**config.mk**
```make
export PLATFORM = sky130hd
export DESIGN_NAME = hbrc_top
export DESIGN_NICKNAME = d
export VERILOG_FILES = /design/src/verilog/hbrc_pkg.sv /design/src/verilog/hbrc_top.sv /design/src/verilog/hbrc_ms_timer.sv
export SDC_FILE = /design/constraint.sdc
export NUM_CORES = 1
export LEC_CHECK = 0
export ABC_AREA = 1
export BUFFER_PORTS_ARGS = -buffer_cell sky130_fd_sc_hd__buf_2
export CAP_MARGIN = 0
export CORE_ASPECT_RATIO = 2
export CORE_MARGIN = 3
export CORE_UTILIZATION = 35
export DETAILED_ROUTE_END_ITERATION = 7
export PLACE_DENSITY_LB_ADDON = 0.05
export SETUP_SLACK_MARGIN = 0.1
export SYNTH_ARGS = -nofsm -noshare
export SYNTH_HDL_FRONTEND = slang
export SYNTH_SLANG_ARGS = --single-unit
export TNS_END_PERCENT = 20
```
**constraint.sdc**
```tcl
create_clock -name clock -period 2.5 [get_ports clock]
set_input_delay 0.25 -clock clock [delete_from_list [all_inputs] [get_ports clock]]
set_output_delay 0.25 -clock clock [all_outputs]
set_load 0.02 [all_outputs]
```
**src/verilog/hbrc_pkg.sv**
```systemverilog
// Purpose: constants and carriers for the holding brake release control
// Assumes: 50 MHz system clock, parameter port on the drive's own clock
// Notes:   delays are in milliseconds; register values are 16 bits wide
package hbrc_pkg;

  localparam int unsigned CLOCK_HZ          = 50000000;
  localparam int unsigned MS_PER_S          = 1000;
  localparam int unsigned CYCLES_PER_MS     = CLOCK_HZ / MS_PER_S;

  localparam logic [15:0] ADDR_EXTRA_DELAY  = 16'h050e;
  localparam logic [15:0] ADDR_HANDLING_SEL = 16'h0814;

  localparam logic [15:0] EXTRA_DELAY_RESET = 16'h0000;
  localparam logic [15:0] EXTRA_DELAY_MAX   = 16'h0190;
  localparam logic [15:0] SEL_RESET         = 16'h0000;
  localparam logic [15:0] SEL_AUTO          = 16'h0000;
  localparam logic [15:0] SEL_MANUAL        = 16'h0001;
  localparam logic [15:0] SEL_MAX           = 16'h0001;

  typedef enum logic [2:0] {
    DS_NOT_READY,
    DS_SWITCH_ON_DISABLED,
    DS_READY_TO_SWITCH_ON,
    DS_SWITCHED_ON,
    DS_OPERATION_ENABLED,
    DS_QUICK_STOP,
    DS_FAULT_REACTION,
    DS_FAULT
  } hbrc_drive_state_t;

  typedef struct packed {
    logic        wr;
    logic        rd;
    logic [15:0] addr;
    logic [15:0] wdata;
  } hbrc_bus_req_t;

  typedef struct packed {
    logic        ack;
    logic        err;
    logic [15:0] rdata;
  } hbrc_bus_rsp_t;

endpackage

```
**src/verilog/hbrc_top.sv**
```systemverilog
// Purpose: holding brake release control with its two parameters
// Assumes: power stage and drive state come from logic on the same clock
// Notes:   brake applying is handled elsewhere; release drops when power goes off
`timescale 1ns/1ps
module hbrc_top #(
  parameter int unsigned MS_CYCLES = hbrc_pkg::CYCLES_PER_MS
) (
  input  wire logic                        clock,
  input  wire logic                        nrst,
  input  wire hbrc_pkg::hbrc_bus_req_t     bus_req,
  output hbrc_pkg::hbrc_bus_rsp_t          bus_rsp,
  input  wire logic                        power_active,
  input  wire hbrc_pkg::hbrc_drive_state_t drive_state,
  input  wire logic [15:0]                 base_delay_ms,
  output logic                             brake_release
);
  import hbrc_pkg::*;

  ////////////////////////////////////////////////////////////////////////////
  // state

  logic                 power_prev_reg,   power_prev_next;
  logic [15:0]          extra_reg,        extra_next;
  logic [15:0]          sel_reg,          sel_next;
  logic [16:0]          total_ms_reg,     total_ms_next;
  logic                 release_reg,      release_next;
  hbrc_bus_rsp_t        rsp_reg,          rsp_next;

  logic                 power_rise;
  logic                 hit_extra;
  logic                 hit_sel;
  logic                 extra_ok;
  logic                 sel_ok;
  logic                 manual_state;
  logic                 timer_done;

  ////////////////////////////////////////////////////////////////////////////
  // register port and parameters

  always_comb begin
    power_rise   = power_active && !power_prev_reg;
    hit_extra    = bus_req.addr == ADDR_EXTRA_DELAY;
    hit_sel      = bus_req.addr == ADDR_HANDLING_SEL;
    extra_ok     = !power_active && ($signed(bus_req.wdata) >= $signed(EXTRA_DELAY_RESET))
                   && ($signed(bus_req.wdata) <= $signed(EXTRA_DELAY_MAX));
    sel_ok       = bus_req.wdata <= SEL_MAX;
    manual_state = (drive_state == DS_SWITCH_ON_DISABLED) ||
                   (drive_state == DS_READY_TO_SWITCH_ON) ||
                   (drive_state == DS_FAULT);

    power_prev_next = power_active;
    extra_next      = extra_reg;
    sel_next        = sel_reg;
    rsp_next        = '0;

    if (bus_req.wr) begin
      rsp_next.ack = 1'b1;
      if (hit_extra) begin
        if (extra_ok) begin
          extra_next = bus_req.wdata;
        end else begin
          rsp_next.err = 1'b1;
        end
      end else if (hit_sel) begin
        if (sel_ok) begin
          sel_next = bus_req.wdata;
        end else begin
          rsp_next.err = 1'b1;
        end
      end else begin
        rsp_next.err = 1'b1;
      end
    end else if (bus_req.rd) begin
      rsp_next.ack = 1'b1;
      if (hit_extra) begin
        rsp_next.rdata = extra_reg;
      end else if (hit_sel) begin
        rsp_next.rdata = sel_reg;
      end else begin
        rsp_next.err = 1'b1;
      end
    end

    if (power_active) begin
      sel_next = SEL_AUTO;
    end

    total_ms_next     = power_rise ? (17'(base_delay_ms) + 17'(extra_reg)) : total_ms_reg;
  end

  always_ff @(posedge clock or negedge nrst) begin
    if (!nrst) begin
      power_prev_reg   <= 1'b0;
      extra_reg        <= EXTRA_DELAY_RESET;
      sel_reg          <= SEL_RESET;
      total_ms_reg     <= '0;
      rsp_reg          <= '0;
    end else begin
      power_prev_reg   <= power_prev_next;
      extra_reg        <= extra_next;
      sel_reg          <= sel_next;
      total_ms_reg     <= total_ms_next;
      rsp_reg          <= rsp_next;
    end
  end

  ////////////////////////////////////////////////////////////////////////////
  // release delay and brake output

  hbrc_ms_timer #(
    .MS_CYCLES (MS_CYCLES),
    .MS_W      (17)
  ) u_timer (
    .clock   (clock),
    .nrst    (nrst),
    .start   (power_rise),
    .stop    (!power_active),
    .load_ms (total_ms_next),
    .done    (timer_done)
  );

  always_comb begin
    if (power_active) begin
      release_next = timer_done;
    end else begin
      release_next = (sel_reg == SEL_MANUAL) && manual_state;
    end
  end

  always_ff @(posedge clock or negedge nrst) begin
    if (!nrst) begin
      release_reg <= 1'b0;
    end else begin
      release_reg <= release_next;
    end
  end

  assign brake_release = release_reg;
  assign bus_rsp       = rsp_reg;

  ////////////////////////////////////////////////////////////////////////////
  // checks

  logic [31:0] since_rise_reg, since_rise_next;

  always_comb begin
    since_rise_next = since_rise_reg;
    if (power_rise) begin
      since_rise_next = 32'h00000001;
    end else if (power_active && (since_rise_reg != 32'hffffffff)) begin
      since_rise_next = since_rise_reg + 32'h00000001;
    end
  end

  always_ff @(posedge clock or negedge nrst) begin
    if (!nrst) begin
      since_rise_reg <= '0;
    end else begin
      since_rise_reg <= since_rise_next;
    end
  end

  property p_total_delay;
    @(posedge clock) disable iff (!nrst)
      power_rise |=> total_ms_reg == (17'($past(base_delay_ms)) + 17'($past(extra_reg)));
  endproperty
  a_total_delay: assert property (p_total_delay) else $error("total delay not base plus extra");

  property p_extra_range;
    @(posedge clock) disable iff (!nrst)
      bus_req.wr && hit_extra && ($signed(bus_req.wdata) > $signed(EXTRA_DELAY_MAX))
      |=> bus_rsp.err && $stable(extra_reg);
  endproperty
  a_extra_range: assert property (p_extra_range) else $error("out of range extra delay taken");

  property p_extra_locked;
    @(posedge clock) disable iff (!nrst)
      bus_req.wr && hit_extra && power_active |=> bus_rsp.ack && bus_rsp.err && $stable(extra_reg);
  endproperty
  a_extra_locked: assert property (p_extra_locked) else $error("extra delay written while powered");

  property p_extra_taken;
    @(posedge clock) disable iff (!nrst)
      bus_req.wr && hit_extra && extra_ok |=> extra_reg == $past(bus_req.wdata) && !bus_rsp.err;
  endproperty
  a_extra_taken: assert property (p_extra_taken) else $error("valid extra delay write lost");

  property p_extra_deferred;
    @(posedge clock) disable iff (!nrst)
      !power_rise |=> $stable(total_ms_reg);
  endproperty
  a_extra_deferred: assert property (p_extra_deferred) else $error("extra delay used before enable");

  property p_sel_range;
    @(posedge clock) disable iff (!nrst)
      bus_req.wr && hit_sel && (bus_req.wdata > SEL_MAX) |=> bus_rsp.err && (sel_reg <= SEL_MAX);
  endproperty
  a_sel_range: assert property (p_sel_range) else $error("handling select out of range");

  property p_manual_states;
    @(posedge clock) disable iff (!nrst)
      brake_release && !$past(power_active) |-> $past(manual_state) && $past(sel_reg) == SEL_MANUAL;
  endproperty
  a_manual_states: assert property (p_manual_states) else $error("manual release in wrong state");

  property p_sel_forced;
    @(posedge clock) disable iff (!nrst)
      power_active |=> sel_reg == SEL_AUTO;
  endproperty
  a_sel_forced: assert property (p_sel_forced) else $error("select not cleared while powered");

  property p_sel_immediate;
    @(posedge clock) disable iff (!nrst)
      bus_req.wr && hit_sel && sel_ok && !power_active && manual_state && bus_req.wdata == SEL_MANUAL
      |=> sel_reg == SEL_MANUAL ##1 brake_release;
  endproperty
  a_sel_immediate: assert property (p_sel_immediate) else $error("manual release not immediate");

  property p_auto_timing;
    @(posedge clock) disable iff (!nrst)
      $rose(brake_release) && $past(power_active)
      |-> $past(since_rise_reg) == (32'(total_ms_reg) * 32'(MS_CYCLES) + 32'h00000001);
  endproperty
  a_auto_timing: assert property (p_auto_timing) else $error("automatic release at wrong time");

  property p_unmapped;
    @(posedge clock) disable iff (!nrst)
      (bus_req.wr || bus_req.rd) && !hit_extra && !hit_sel |=> bus_rsp.ack && bus_rsp.err;
  endproperty
  a_unmapped: assert property (p_unmapped) else $error("unmapped access not refused");

  c_manual: cover property (@(posedge clock) disable iff (!nrst) brake_release && !power_active);
  c_auto: cover property (@(posedge clock) disable iff (!nrst) $rose(brake_release) && power_active);
  c_reject: cover property (@(posedge clock) disable iff (!nrst) bus_req.wr && hit_extra && power_active);
  c_forced: cover property (@(posedge clock) disable iff (!nrst) sel_reg == SEL_MANUAL ##1 power_active);
endmodule

```
**src/verilog/hbrc_ms_timer.sv**
```systemverilog
// Purpose: millisecond down counter for the release delay
// Assumes: start and stop come from logic on the same clock
// Notes:   done rises on the same edge that ends the last millisecond
`timescale 1ns/1ps
module hbrc_ms_timer #(
  parameter int unsigned MS_CYCLES = hbrc_pkg::CYCLES_PER_MS,
  parameter int unsigned MS_W      = 17
) (
  input  wire logic            clock,
  input  wire logic            nrst,
  input  wire logic            start,
  input  wire logic            stop,
  input  wire logic [MS_W-1:0] load_ms,
  output logic                 done
);
  localparam int unsigned CW = (MS_CYCLES > 1) ? $clog2(MS_CYCLES) : 1;
  localparam logic [CW-1:0] CYC_LAST = CW'(MS_CYCLES - 1);

  logic            run_reg,  run_next;
  logic [MS_W-1:0] ms_reg,   ms_next;
  logic [CW-1:0]   cyc_reg,  cyc_next;
  logic            done_reg, done_next;

  always_comb begin
    run_next = run_reg;
    ms_next  = ms_reg;
    cyc_next = cyc_reg;
    if (stop) begin
      run_next = 1'b0;
      cyc_next = '0;
    end else if (start) begin
      run_next = 1'b1;
      ms_next  = load_ms;
      cyc_next = '0;
    end else if (run_reg && (ms_reg != '0)) begin
      if (cyc_reg == CYC_LAST) begin
        cyc_next = '0;
        ms_next  = ms_reg - MS_W'(1);
      end else begin
        cyc_next = cyc_reg + CW'(1);
      end
    end
    done_next = run_next && (ms_next == '0);
  end

  always_ff @(posedge clock or negedge nrst) begin
    if (!nrst) begin
      run_reg  <= 1'b0;
      ms_reg   <= '0;
      cyc_reg  <= '0;
      done_reg <= 1'b0;
    end else begin
      run_reg  <= run_next;
      ms_reg   <= ms_next;
      cyc_reg  <= cyc_next;
      done_reg <= done_next;
    end
  end

  assign done = done_reg;
endmodule

```
==> results.toml <==
[global_route]
grt_pass1_wl_um = 29000
grt_max_degree = 45
grtUsageTotal_pct = 21.7
antenna_found_initial = 0
grt_pass1_vias = 6175
grt-ovfl-total = 0

[critical_path]
path_class = "register to register"
cp_cell_sequence = "nor2_2 > nand2_2 > nor2_4 > nand3_4 > nand2_8 > inv_2 > buf_4 > nand2_1 > nand2_1 > a21oi_4 > nand3_2 > nor2_4 > nand3_1 > nor2_1"
reg2reg_from = "u_timer.ms_reg[5]"
crit_buf_inv = 2
end_kind = "register"
reg2reg_depth = 14
startpoint = "u_timer.ms_reg[5]"
timing.critical_path.max_delay_family = "simple AND/OR/NAND/NOR gates"
r2r_setup_slack_ps = 220
cpMaxStageDelayCell = "dfrtp_1"
cp_max_fo = 7
start_kind = "register"
critical-path-max-stage-delay_ps = 460
required_ps = 2790
crit_arrival_ps = 2570
worstReg2RegEnd = "u_timer.done"

[drt]
vias = 5714
wl_per_cell_um = 16.2
drtAntennaViolNets = 0
dr.pass1.iters = 4
route.detailed.drc = 0
detail_route.vias_per_cell = 4.98
wirelength_um = 18600
drt_iter0_drc = 166

[sta]
rsz0062_at_grt = "false"
post-route-min-period_ps = 2280
maxSlewViolCount = 0
slew_headroom_pct = 53.7
setup_viol = 0
hold_viol_final = 0
whs_ps = 98.0
fin_worst_skew_ps = 11.4
min_period_over_period_pct = 91.3
max_freq_mhz = 438
worst_slew_pin_slew_ps = 688

[yosys]
yosys.cell_types.count = 41
syn_nets = 908
synth_cells = 833
avgSynthCellArea_um2 = 6.81
yosys_warnings = 0
syn_area_um2 = 5680
synth_seq_cells = 87
yosysSeqAreaShare_pct = 38.4

[cts]
numClockSinks = 87
path_clk_slew_ps = 70
htreeDepth = 3
insertion_delay_ps = 360
clockRootBuffer = "clkbuf_16"
cts_tree = "built"
clockBufferDepth = 2
numCtsBuffers = 9

[power]
p_total_mw = 3.50
power_density_nw_per_um2 = 497
irDropWorstVdd_v = 0.000443
p_leak_nw = 3.61

[final_layout]
syn_to_final_growth_pct = 24.0
drive_gt1_share_pct = 19.0
final_cell_mix = "nand2_1 (227), inv_1 (137), nor2_1 (102)"
largest_reg_flops = 18
n_antenna_cell = 0
fill_cells = 1684
finalNetCount = 1016
final_cells = 1147
layout_commonest_cell = "nand2_1"

[placement]
place_hpwl_um = 15400
gp_congestion = 0.840
port_buffers = 74
dpl.cell_count = 1124

[min_path]
min-delay-start = "bus_req[32]"
hold_end = "bus_rsp[17]"
whs_path_depth = 3
hold_class = "input port to register"

[floorplanning]
start_util_pct = 35.8
io_pins = 75
rows = 65
core-area_um2 = 15900
die_area_um2 = 17900
die_h_um = 186
die_width_um = 96.0

[flow_run]
drv_cap = 0

[outcome]
status = "finished, final reports clean"
cell type report:
type	count	area, µm²	share of cell area, %
Clock buffer	10	229	3.25
Clock inverter	6	53.8	0.764
Inverter	145	544	7.73
Multi-Input combinational cell	586	3120	44.4
Sequential cell	87	2180	30.9
Tap cell	201	251	3.57
Timing Repair Buffer	112	661	9.39
worst max-delay path by stage:
stage                         to  slack, ps  cells past startpoint
detailed placement  u_timer.done        -70                     13
global placement    u_timer.done        -40                     13
CTS                 u_timer.done        110                     15
finish              u_timer.done        220                     14
floorplan           u_timer.done        490                     17
global route        u_timer.done         70                     15
tightest hold or removal path, delay by kind of cell:
kind	cells	cell delay, ps
simple gates	1	50
buf+inv	2	110
routing by layer:
layer | wire (µm) | track usage, % | vias to the layer above
li1 | - | - | 2871
met1 | 5780 | 17.4 | 2675
met2 | 11300 | 45.1 | 111
met3 | 407 | 2.67 | 57
met4 | 1120 | 14.4 | 0
met5 | 0 | 0 | -
per-stage QoR:
stage	util [%]	setup TNS, ps	instance area (µm²)	worst slack [ps]
6_report	44.4	0	7040	217
5_1_grt	44.4	0	7040	73.5
4_1_cts	42.7	0	6780	112
3_5_place_dp	40.7	-72.0	6460	-72.0
3_3_place_gp	40.7	-42.0	6460	-42.0
2_1_floorplan	-	0	5680	486
timing repair:
action,CTS,global route
hold buffers,1,0
pin swaps,0,9
endpoints found under the hold margin,41,0
gates resized for setup,7,40
endpoints found under the setup margin,1,2
setup buffers,0,6
cell usage after synthesis, drive strengths merged:
cell / count / area (µm²)
o2111ai: 1 / 8.76
a21boi: 1 / 7.51
nor3: 12 / 65.1
a2111o: 1 / 11.3
buf: 4 / 32.5
o31ai: 17 / 128
o21ai: 29 / 145
o22ai: 2 / 12.5
and3: 1 / 6.26
xor2: 7 / 61.3
dfrtp: 87 / 2180
nor2: 113 / 454
nand4: 11 / 68.8
nor3b: 1 / 7.51
a211oi: 2 / 15.0
a21oi: 29 / 153
nor4: 12 / 75.1
fa: 1 / 20.0
nand3: 73 / 383
nand3b: 6 / 45.0
o211ai: 1 / 7.51
ha: 18 / 225
o21a: 1 / 7.51
a2111oi: 1 / 8.76
nand2: 241 / 930
o21bai: 3 / 22.5
inv: 142 / 533
clkinv: 3 / 11.3
clkbuf: 11 / 41.3
a31oi: 2 / 12.5
report_power, final:
group | switching, mW | total, mW | internal (mW) | leakage [nW]
logic | 0.409 | 0.647 | 0.239 | 2.34
registers | 0.0643 | 1.52 | 1.46 | 1.13
clock network | 0.635 | 1.33 | 0.691 | 0.135
kinds of logic after synthesis:
| family | count (synthesis) | synth area share, % |
|---|---|---|
| compound gates | 90 | 9.50 |
| xor+xnor | 7 | 1.08 |
| fa+ha+maj | 19 | 4.32 |
| buf+inv | 160 | 10.9 |
| flops | 87 | 38.4 |
| simple gates | 470 | 35.8 |
Note: power is estimated with default switching activity, not from simulation.
